**config.mk**
```make
export PLATFORM = sky130hd
export DESIGN_NAME = host_bus_unit
export DESIGN_NICKNAME = d
export VERILOG_FILES = /design/src/verilog/host_bus_pkg.sv /design/src/verilog/pin_sync.sv /design/src/verilog/lane_steer.sv /design/src/verilog/host_bus_unit.sv
export SDC_FILE = /design/constraint.sdc
export NUM_CORES = 1
export LEC_CHECK = 0
export BUFFER_PORTS_ARGS = -buffer_cell sky130_fd_sc_hd__buf_2
export CAP_MARGIN = 20
export CORE_MARGIN = 2
export CORE_UTILIZATION = 45
export DETAILED_ROUTE_END_ITERATION = 6
export PLACE_DENSITY = 0.73
export SLEW_MARGIN = 30
export SYNTH_ARGS = -nofsm -noshare
export SYNTH_HDL_FRONTEND = slang
export SYNTH_SLANG_ARGS = --single-unit
```
**constraint.sdc**
```tcl
create_clock -name ref_clk -period 4.15 [get_ports ref_clk]
set_input_delay 0.83 -clock ref_clk [delete_from_list [all_inputs] [get_ports ref_clk]]
set_output_delay 0.83 -clock ref_clk [all_outputs]
set_load 0.02 [all_outputs]
```
**src/verilog/host_bus_pkg.sv**
```systemverilog
// constants shared by the host bus unit, its lane steering and the test bench
package host_bus_pkg;

    // ========================================================================
    // widths
    localparam int ADDR_W  = 15;   // address pins 15 down to 1
    localparam int DATA_W  = 32;
    localparam int LANES   = 4;
    localparam int BASE_W  = 12;   // compared against address bits 15 to 4
    localparam int STRAP_W = 2;
    localparam int BOOT_W  = 2;

    // ========================================================================
    // bus width strap codes
    localparam logic [1:0] BUS_8  = 2'h0;
    localparam logic [1:0] BUS_16 = 2'h1;
    localparam logic [1:0] BUS_32 = 2'h2;

    // ========================================================================
    // active-low enable patterns, bit n is lane n
    localparam logic [3:0] BE_FULL   = 4'h0;
    localparam logic [3:0] BE_LOW16  = 4'hc;
    localparam logic [3:0] BE_HIGH16 = 4'h3;
    localparam logic [3:0] BE_B0     = 4'he;
    localparam logic [3:0] BE_B1     = 4'hd;
    localparam logic [3:0] BE_B2     = 4'hb;
    localparam logic [3:0] BE_B3     = 4'h7;
    localparam logic [1:0] BE_UPPER_OFF = 2'h3;

    // ========================================================================
    // internal lane masks, active high
    localparam logic [3:0] LN_NONE = 4'h0;
    localparam logic [3:0] LN_ALL  = 4'hf;
    localparam logic [3:0] LN_LOW  = 4'h3;
    localparam logic [3:0] LN_HIGH = 4'hc;
    localparam logic [3:0] LN_0    = 4'h1;
    localparam logic [3:0] LN_1    = 4'h2;
    localparam logic [3:0] LN_2    = 4'h4;
    localparam logic [3:0] LN_3    = 4'h8;

    // ========================================================================
    // reset values and the final boot count
    localparam logic [31:0] DATA_RST  = 32'h0;
    localparam logic [14:0] ADDR_RST  = 15'h0;
    localparam logic [3:0]  OE_N_RST  = 4'hf;
    localparam logic [1:0]  BOOT_DONE = 2'h3;

    // ========================================================================
    // transfer sequencer
    typedef enum logic [2:0] {
        ST_IDLE   = 3'h1,
        ST_ACCESS = 3'h2,
        ST_HOLD   = 3'h4
    } xfer_state_t;

endpackage : host_bus_pkg

```
**src/verilog/pin_sync.sv**
```systemverilog
// two-stage synchroniser for a bundle of pin inputs
`timescale 1ns/100ps
`default_nettype none
module pin_sync #(
    parameter int               WIDTH   = 1,
    parameter logic [WIDTH-1:0] RST_VAL = '1
) (
    // clock and reset
    input  wire logic             ref_clk,
    input  wire logic             rst_n,
    // pins in, synchronised out
    input  wire logic [WIDTH-1:0] din,
    output logic      [WIDTH-1:0] dout
);

    typedef struct packed {
        logic [WIDTH-1:0] meta;
        logic [WIDTH-1:0] sync;
    } sync_state_t;

    sync_state_t cur_ff;
    sync_state_t nxt_ff;

    // the first stage feeds only the second one
    always_comb begin
        nxt_ff      = cur_ff;
        nxt_ff.meta = din;
        nxt_ff.sync = cur_ff.meta;
    end

    always_ff @(posedge ref_clk or negedge rst_n) begin
        if (!rst_n) begin
            cur_ff <= {RST_VAL, RST_VAL};
        end else begin
            cur_ff <= nxt_ff;
        end
    end

    assign dout = cur_ff.sync;

endmodule : pin_sync
`default_nettype wire

```
**src/verilog/lane_steer.sv**
```systemverilog
// byte enable decode into internal lanes, with word swap for narrow buses
`timescale 1ns/100ps
`default_nettype none
module lane_steer (
    // captured access attributes and the live queue data select
    input  wire logic [3:0] enable_n,
    input  wire logic [1:0] bus_width,
    input  wire logic       queue_data_select_n,
    input  wire logic       half_sel,
    // decode result
    output logic      [3:0] lanes,
    output logic            swap,
    output logic            ok
);

    logic       wide;
    logic       mid;
    logic       upper;
    logic [3:0] be_eff;

    always_comb begin
        wide  = (bus_width == host_bus_pkg::BUS_32);
        mid   = (bus_width == host_bus_pkg::BUS_16);
        // narrow buses reach the upper half only through the word swap
        upper = half_sel && !wide;
        // upper enables are not wired on narrow buses
        be_eff = wide ? enable_n
                      : {host_bus_pkg::BE_UPPER_OFF, enable_n[1:0]};
        lanes = host_bus_pkg::LN_NONE;
        swap  = 1'b0;
        if (!queue_data_select_n && wide) begin
            lanes = host_bus_pkg::LN_ALL;
        end else begin
            case (be_eff)
                host_bus_pkg::BE_FULL: begin
                    lanes = host_bus_pkg::LN_ALL;
                end
                host_bus_pkg::BE_LOW16: begin
                    if (wide || mid) begin
                        lanes = upper ? host_bus_pkg::LN_HIGH
                                      : host_bus_pkg::LN_LOW;
                        swap  = upper;
                    end
                end
                host_bus_pkg::BE_HIGH16: begin
                    lanes = host_bus_pkg::LN_HIGH;
                end
                host_bus_pkg::BE_B0: begin
                    lanes = upper ? host_bus_pkg::LN_2
                                  : host_bus_pkg::LN_0;
                    swap  = upper;
                end
                host_bus_pkg::BE_B1: begin
                    lanes = upper ? host_bus_pkg::LN_3
                                  : host_bus_pkg::LN_1;
                    swap  = upper;
                end
                host_bus_pkg::BE_B2: begin
                    lanes = host_bus_pkg::LN_2;
                end
                host_bus_pkg::BE_B3: begin
                    lanes = host_bus_pkg::LN_3;
                end
                default: begin
                    lanes = host_bus_pkg::LN_NONE;
                end
            endcase
        end
        ok = (lanes != host_bus_pkg::LN_NONE);
    end

endmodule : lane_steer
`default_nettype wire

```
**src/verilog/host_bus_unit.sv**
```systemverilog
// host bus unit: pin capture, lane decode and internal register strobes
//
// Function
// - accept asynchronous and synchronous transfers over separate and common pins
// - synchronous and asynchronous transfers may interleave but never overlap
// - a 32-bit bus allows 8, 16 and 32-bit transfers
// - a 16-bit bus allows 8 and 16-bit transfers only
// - an 8-bit bus allows only 8-bit transfers
// - no byte swap inside a half, but words swap between halves
// - all four enables low gives a 32-bit access, 32-bit bus only
// - enables 0 and 1 low give a low 16-bit access
// - enables 2 and 3 low give a high 16-bit access, 32-bit only
// - a single low enable accesses only its own byte lane
// - queue data select low overrides enables with a 32-bit access, 32-bit bus only
// - enables 2 and 3 count only on a 32-bit bus
// - decode addresses only for host cycles, never DMA cycles
// - address strobe rising edge latches address, qualifier and enables
// - local device hit is qualifier plus address 15:4 against base
// - queue data select on 32-bit bus bypasses decode to queue data
`timescale 1ns/100ps
`default_nettype none
module host_bus_unit (
    // clock and reset
    input  wire logic        ref_clk,
    input  wire logic        rst_n,
    // common host pins
    input  wire logic [14:0] addr_lines,
    input  wire logic        addr_valid_qualifier,
    input  wire logic        lane0_enable_n,
    input  wire logic        lane1_enable_n,
    input  wire logic        lane2_enable_n,
    input  wire logic        lane3_enable_n,
    input  wire logic        addr_strobe_n,
    input  wire logic        queue_data_select_n,
    input  wire logic [31:0] host_data_lines_in,
    output logic      [31:0] host_data_lines_out,
    output logic      [3:0]  host_data_lines_oe_n,
    output logic             local_device_hit_n,
    // asynchronous transfer pins
    input  wire logic        async_read_n,
    input  wire logic        async_write_n,
    // synchronous transfer pins
    input  wire logic        sync_cycle_n,
    input  wire logic        sync_write,
    // configuration strap
    input  wire logic [1:0]  bus_width_strap,
    // internal register side
    input  wire logic [11:0] base_addr,
    input  wire logic [31:0] reg_rdata,
    output logic      [14:0] reg_addr,
    output logic      [3:0]  reg_lanes,
    output logic      [31:0] reg_wdata,
    output logic             reg_write,
    output logic             reg_read,
    output logic             queue_data_access,
    output logic             overlap_error
);

    // ========================================================================
    // pin synchronisation
    localparam int SYNC_W = 2 * host_bus_pkg::ADDR_W + 1 + 4 + 1 + 1 + 4
                            + host_bus_pkg::STRAP_W + host_bus_pkg::DATA_W
                            - host_bus_pkg::ADDR_W;

    logic [SYNC_W-1:0] pins_raw;
    logic [SYNC_W-1:0] pins_s;
    logic [14:0]       addr_s;
    logic              aen_s;
    logic [3:0]        be_n_s;
    logic              ads_n_s;
    logic              dcs_n_s;
    logic              rd_n_s;
    logic              wr_n_s;
    logic              cyc_n_s;
    logic              swr_s;
    logic [1:0]        strap_s;
    logic [31:0]       data_s;

    assign pins_raw = {addr_lines, addr_valid_qualifier,
                       lane3_enable_n, lane2_enable_n,
                       lane1_enable_n, lane0_enable_n,
                       addr_strobe_n, queue_data_select_n,
                       async_read_n, async_write_n, sync_cycle_n, sync_write,
                       bus_width_strap, host_data_lines_in};

    pin_sync #(
        .WIDTH   (SYNC_W),
        .RST_VAL ({SYNC_W{1'b1}})
    ) u_pin_sync (
        .ref_clk (ref_clk),
        .rst_n   (rst_n),
        .din     (pins_raw),
        .dout    (pins_s)
    );

    assign {addr_s, aen_s, be_n_s, ads_n_s, dcs_n_s, rd_n_s, wr_n_s,
            cyc_n_s, swr_s, strap_s, data_s} = pins_s;

    // ========================================================================
    // state
    typedef struct packed {
        host_bus_pkg::xfer_state_t st;
        logic [1:0]  boot;
        logic [1:0]  bus_w;
        logic        ads_prev;
        logic [14:0] lat_addr;
        logic        lat_aen;
        logic [3:0]  lat_be_n;
        logic        lat_hit;
        logic        is_read;
        logic        swap;
        logic        hit_n;
        logic [31:0] dout;
        logic [3:0]  oe_n;
        logic [14:0] addr;
        logic [3:0]  lanes;
        logic [31:0] wdata;
        logic        wr;
        logic        rd;
        logic        queue;
        logic        overlap;
    } hbu_state_t;

    hbu_state_t cur_ff;
    hbu_state_t nxt_ff;

    // ========================================================================
    // decode
    logic       req_async;
    logic       req_sync;
    logic       go;
    logic       bypass;
    logic       live_hit;
    logic [3:0] dec_lanes;
    logic       dec_swap;
    logic       dec_ok;

    // asynchronous strobes and the synchronous cycle share the common pins
    assign req_async = !rd_n_s || !wr_n_s;
    assign req_sync  = !cyc_n_s;
    assign go        = req_async ^ req_sync;
    // the bypass uses the live select: it counts while it is held low
    assign bypass    = !dcs_n_s && (cur_ff.bus_w == host_bus_pkg::BUS_32);
    // only a host cycle (qualifier low) may decode, DMA cycles never hit
    assign live_hit  = !aen_s && (addr_s[14:3] == base_addr);

    lane_steer u_lane_steer (
        .enable_n            (cur_ff.lat_be_n),
        .bus_width           (cur_ff.bus_w),
        .queue_data_select_n (dcs_n_s),
        .half_sel            (cur_ff.lat_addr[0]),
        .lanes               (dec_lanes),
        .swap                (dec_swap),
        .ok                  (dec_ok)
    );

    // ========================================================================
    // next state
    always_comb begin
        nxt_ff          = cur_ff;
        nxt_ff.wr       = 1'b0;
        nxt_ff.rd       = 1'b0;
        nxt_ff.ads_prev = ads_n_s;
        nxt_ff.hit_n    = !live_hit;
        nxt_ff.overlap  = req_async && req_sync;
        // strap is caught once the synchroniser holds the real level
        if (cur_ff.boot != host_bus_pkg::BOOT_DONE) begin
            nxt_ff.boot = cur_ff.boot + 2'h1;
            if (cur_ff.boot == host_bus_pkg::BOOT_DONE - 2'h1) begin
                nxt_ff.bus_w = strap_s;
            end
        end
        if (!cur_ff.ads_prev && ads_n_s) begin
            nxt_ff.lat_addr = addr_s;
            nxt_ff.lat_aen  = aen_s;
            nxt_ff.lat_be_n = be_n_s;
            nxt_ff.lat_hit  = !aen_s && (addr_s[14:3] == base_addr);
        end
        unique case (cur_ff.st)
            host_bus_pkg::ST_IDLE: begin
                if (go && cur_ff.boot == host_bus_pkg::BOOT_DONE) begin
                    nxt_ff.st = host_bus_pkg::ST_HOLD;
                    // rejected patterns fall through to hold, nothing moves
                    if (dec_ok && (bypass || cur_ff.lat_hit)) begin
                        nxt_ff.st      = host_bus_pkg::ST_ACCESS;
                        nxt_ff.is_read = req_async ? !rd_n_s : !swr_s;
                        nxt_ff.wr      = req_async ? rd_n_s : swr_s;
                        nxt_ff.rd      = req_async ? !rd_n_s : !swr_s;
                        nxt_ff.swap    = dec_swap;
                        nxt_ff.lanes   = dec_lanes;
                        nxt_ff.queue   = bypass;
                        nxt_ff.addr    = cur_ff.lat_addr;
                        nxt_ff.wdata   = dec_swap
                            ? {data_s[15:0], data_s[15:0]}
                            : data_s;
                    end
                end
            end
            host_bus_pkg::ST_ACCESS: begin
                nxt_ff.st = host_bus_pkg::ST_HOLD;
                if (cur_ff.is_read) begin
                    nxt_ff.dout = cur_ff.swap
                        ? {reg_rdata[31:16], reg_rdata[31:16]}
                        : reg_rdata;
                    // a swapped read appears on the low pins of the host
                    nxt_ff.oe_n = cur_ff.swap
                        ? ~{2'h0, cur_ff.lanes[3:2]}
                        : ~cur_ff.lanes;
                end
            end
            host_bus_pkg::ST_HOLD: begin
                if (!req_async && !req_sync) begin
                    nxt_ff.st   = host_bus_pkg::ST_IDLE;
                    nxt_ff.oe_n = host_bus_pkg::OE_N_RST;
                end
            end
        endcase
    end

    always_ff @(posedge ref_clk or negedge rst_n) begin
        if (!rst_n) begin
            cur_ff <= '{st:       host_bus_pkg::ST_IDLE,
                        boot:     '0,
                        bus_w:    host_bus_pkg::BUS_8,
                        ads_prev: 1'b1,
                        lat_addr: host_bus_pkg::ADDR_RST,
                        lat_aen:  1'b1,
                        lat_be_n: host_bus_pkg::LN_ALL,
                        lat_hit:  1'b0,
                        is_read:  1'b0,
                        swap:     1'b0,
                        hit_n:    1'b1,
                        dout:     host_bus_pkg::DATA_RST,
                        oe_n:     host_bus_pkg::OE_N_RST,
                        addr:     host_bus_pkg::ADDR_RST,
                        lanes:    host_bus_pkg::LN_NONE,
                        wdata:    host_bus_pkg::DATA_RST,
                        wr:       1'b0,
                        rd:       1'b0,
                        queue:    1'b0,
                        overlap:  1'b0};
        end else begin
            cur_ff <= nxt_ff;
        end
    end

    // ========================================================================
    // outputs
    assign host_data_lines_out  = cur_ff.dout;
    assign host_data_lines_oe_n = cur_ff.oe_n;
    assign local_device_hit_n   = cur_ff.hit_n;
    assign reg_addr             = cur_ff.addr;
    assign reg_lanes            = cur_ff.lanes;
    assign reg_wdata            = cur_ff.wdata;
    assign reg_write            = cur_ff.wr;
    assign reg_read             = cur_ff.rd;
    assign queue_data_access    = cur_ff.queue;
    assign overlap_error        = cur_ff.overlap;

    logic strobe;
    assign strobe = cur_ff.wr || cur_ff.rd;
endmodule : host_bus_unit
`default_nettype wire

```
==> metrics.md <==
| Metric | Value |
|---|---|
| Reg2Reg Depth | `8` |
| Fraction of power consumed by the clock network | `0.399` |
| Max Fanout on Critical Path | `51` |
| Sequential fraction of the synthesis area | `0.6709` |
| Setup crit end kind | `flop` |
| Category of the critical setup timing path | `reg -> reg` |
| Synthesized instance count | `roughly 660` |
| Clock Path Buffers | `3` |
| Final wirelength | `16.41 mm` |
| Cell depth of the worst min-delay path | `0` |
| Data arrival, critical path | `3.34 ns` |
| Sequential cell fraction of total power | `0.527` |
| Sum of negative setup slack | `0 ns` |
| Worst reg-to-reg setup slack | `1.20 ns` |
| I/O pin count | `198` |
| Inserted Clock Buffers | `24` |
| Number of antenna-violating nets in the routed design | `0` |
| Post-route design area | `between 10000 and 15000 sq um` |
| Internal power | `approximately 3.8 mW` |
| Number of filler cells placed in the layout | `about 1.7k` |
| Sinks on Clock Net | `242` |
| Number of H-tree levels | `1` |
| Residual DRC count | `0` |
| Slowest stage cell on the critical path | `or4b_1` |
| VDD IR-drop max | `382.5 uV` |
| Power density over cell area | `roughly 460 nW/um^2` |
| Count of endpoints failing setup in the final report | `0` |
| EDFF count, synth | `0` |
| Actual transition at the worst max-transition pin | `0.8477 ns` |
| Area taken by multi-input logic gates | `2260 sq um` |
| Min cycle time layout | `around 2.9 ns` |
| Final Net Count | `between 800 and 900` |
| Clock latency of the later-clocked register in the worst-skew pair | `0.51 ns` |
| Placer Congestion | `0.8153` |
| Global-route wire length before repair | `26.73 mm` |
| Static Leak | `~5.0 nW` |
| Synthesized flop and latch total | `242` |
| Maximum number of pins on one net before global-route repair | `about 120` |
| Row count | `52` |
| Yosys synthesis warning count | `0` |
| Result of the run | `complete, no violations` |
| P&R area growth vs syn | `14.97%` |
| Post-CTS Setup Bufs | `0` |
| Number of nets in the synthesized netlist | `770` |
| Final hold violation count | `0` |
| Area taken by flip-flops and latches | `6221 sq um` |
| Number of max-cap violations | `0` |
| Critical Path Max Stage Delay | `0.57 ns` |
| Startpoint of the tightest hold check path | `u_pin_sync.cur_ff[118]` |
| Routed via count | `4934` |
| Total core area | `20230 sq um` |
| Height of the die | `147.5 um` |
| Port Buffers | `197` |
| Total congestion overflow after global routing | `0` |
| Clock Root Buffer | `clkbuf_16` |
| Total standard cell area after synthesis | `9271 sq um` |
| Number of global-route vias before repair | `5229` |
| Layout cell share with drive strength beyond 1 | `0.5799` |
| Fraction of power spent switching nets | `0.2272` |
| First-pass iteration count of the detailed router | `4` |
| Count of pins over their slew limit | `0` |
| Max Clk Rate | `339.5 MHz` |
| Average via count per standard cell | `roughly 4.6` |
| Cell area after placement | `9910 sq um` |
| Hold Path End | `u_pin_sync.dout[58]` |
| RSZ-0062 raised after global routing | `no` |
| Starting Density | `0.4582` |
| Portion of the clock cycle consumed by the worst path in the final layout | `0.7097` |
| Count of unique library cells instantiated by Yosys | `41` |
| Average cell area after synthesis | `14.09 sq um` |
| Crit path required time | `4.54 ns` |
| Horizontal die dimension | `147.5 um` |
| Antenna violations before repair | `2` |
| Clock tree from TritonCTS | `done` |
| Setup Skew | `0.01239 ns` |
| End of the worst register-to-register path | `reg_wdata[1]` |
| Comb power frac | `0.074` |
| Type of element launching the critical path | `flop` |
| Clock transition time at the flip-flop clock pins of the worst setup and hold paths | `0.06 ns` |
| Net switching power | `roughly 1.1 mW` |
| Top FF cell, synth | `dfstp_2` |
| Dpl hpwl | `11.46 mm` |
| Share of flip-flops with an asynchronous set or reset | `1.000` |
| Post-CTS sizing | `0` |
| Max transition margin | `0.4349` |
| CTS hold repair buffers | `0` |
| Drt first-iter violations | `173` |
| Average routed wire per standard cell | `15.38 um` |
| Global routing usage summed across all routing layers | `0.1522` |
| Die area | `21770 sq um` |
| Cell breakdown of the critical path | `inv_1 > ha_1 > nand2b_1 > and4_1 > or4b_1 > o31ai_4 > buf_12 > mux2_2` |
| Beginning of the worst register-to-register path | `cur_ff[116]` |
| Class of the tightest hold or removal check | `reg -> reg` |
power by group through the flow:
| stage | logic (mW) | registers (mW) | clock network [mW] |
|---|---|---|---|
| final | 0.367 | 2.60 | 1.97 |
| after global routing | 0.406 | 2.62 | 2.15 |
| after global placement | 0.365 | 2.64 | 0 |
| after detailed placement | 0.373 | 2.64 | 0 |
| after floorplan | 0.256 | 2.61 | 0 |
| after CTS | 0.375 | 2.60 | 2.05 |
cell usage after synthesis (4+ instances only):
cell type,count,area [sq um]
dfstp_2,131,3442
dfrtp_1,111,2778
buf_4,87,653.1
mux2_2,85,957.2
nand2_1,75,281.5
o21ai_0,26,130.1
mux2i_1,19,190.2
clkbuf_1,16,60.06
nor2_1,12,45.04
inv_1,9,33.78
nor2b_1,8,50.05
xnor2_1,8,70.07
a21oi_1,7,35.03
nand2b_1,7,43.79
ha_1,6,75.07
buf_6,5,56.30
xor2_1,5,43.79
nand4_1,4,25.02
nor3_1,4,20.02
through the flow:
stage	utilization	instances	hold slack (ns)	total power, mW	setup slack [ns]
finish	0.5268	1067	0.3513	4.940	1.205
global route	0.5267	1066	0.3550	5.180	1.035
CTS	0.5261	1065	0.3545	5.030	1.207
detailed placement	0.4897	1021	0.3468	3.016	1.233
global placement	0.4894	1021	0.3455	3.000	1.303
floorplan	-	658	0.3452	2.864	1.554
kinds of logic after synthesis:
logic type | synth area share
xor+xnor | 0.01228
flops | 0.6708
fa+ha+maj | 0.008097
mux | 0.1274
simple gates | 0.05884
buf+inv | 0.08772
compound gates | 0.03482
cell type report:
class | instances | share of cell area
Sequential cell | 242 | 0.5836
Multi-Input combinational cell | 297 | 0.2120
Timing Repair Buffer | 203 | 0.1000
Clock buffer | 34 | 0.06174
Tap cell | 270 | 0.03169
Clock inverter | 10 | 0.007278
Inverter | 9 | 0.003169
Antenna cell | 2 | 0.0004695
state kept, by name, indices dropped and copies added, names as in the netlist, 4 cells and up:
signal and cells:
cur_ff 30, u_pin_sync.cur_ff 60, host_data_lines_out 32, host_data_lines_oe_n 4
reg_lanes 4, reg_addr 15, u_pin_sync.dout 60, reg_wdata 32
metal layers:
metal | GRT usage | vias up | wire (um)
met2 | 0.2488 | 176 | 7713
li1 | - | 2351 | -
met1 | 0.1986 | 2385 | 7048
met4 | 0.03510 | 0 | 285
met5 | 0 | - | 0
met3 | 0.05031 | 22 | 1366
worst max-delay path by stage:
stage                            from            to
after detailed placement  cur_ff[116]  reg_wdata[7]
after global routing      cur_ff[116]  reg_wdata[1]
after global placement    cur_ff[116]  reg_wdata[9]
after floorplan           cur_ff[117]    cur_ff[93]
final                     cur_ff[116]  reg_wdata[1]
after CTS                 cur_ff[116]  reg_wdata[1]
worst max-delay path, delay by kind of cell, from the launching register on:
kind                       cells  cell delay [ns]
AOI/OAI and AO/OA              1             0.31
buffers and inverters          2             0.38
muxes                          1             0.39
and+or+nand+nor                3             1.12
adders and majority gates      1             0.21
DFF                            1             0.35
cell usage in the layout, fill, tap and decap left out, types with 9 or more instances in the layout:
| cell | n |
|---|---|
| buf_2 | 196 |
| dfstp_2 | 131 |
| dfrtp_1 | 110 |
| mux2_2 | 85 |
| nand2_1 | 75 |
| o21ai_0 | 26 |
| clkbuf_16 | 24 |
| mux2i_1 | 19 |
| nor2_1 | 11 |
| inv_1 | 9 |
Power figures use the tool's default switching activity.
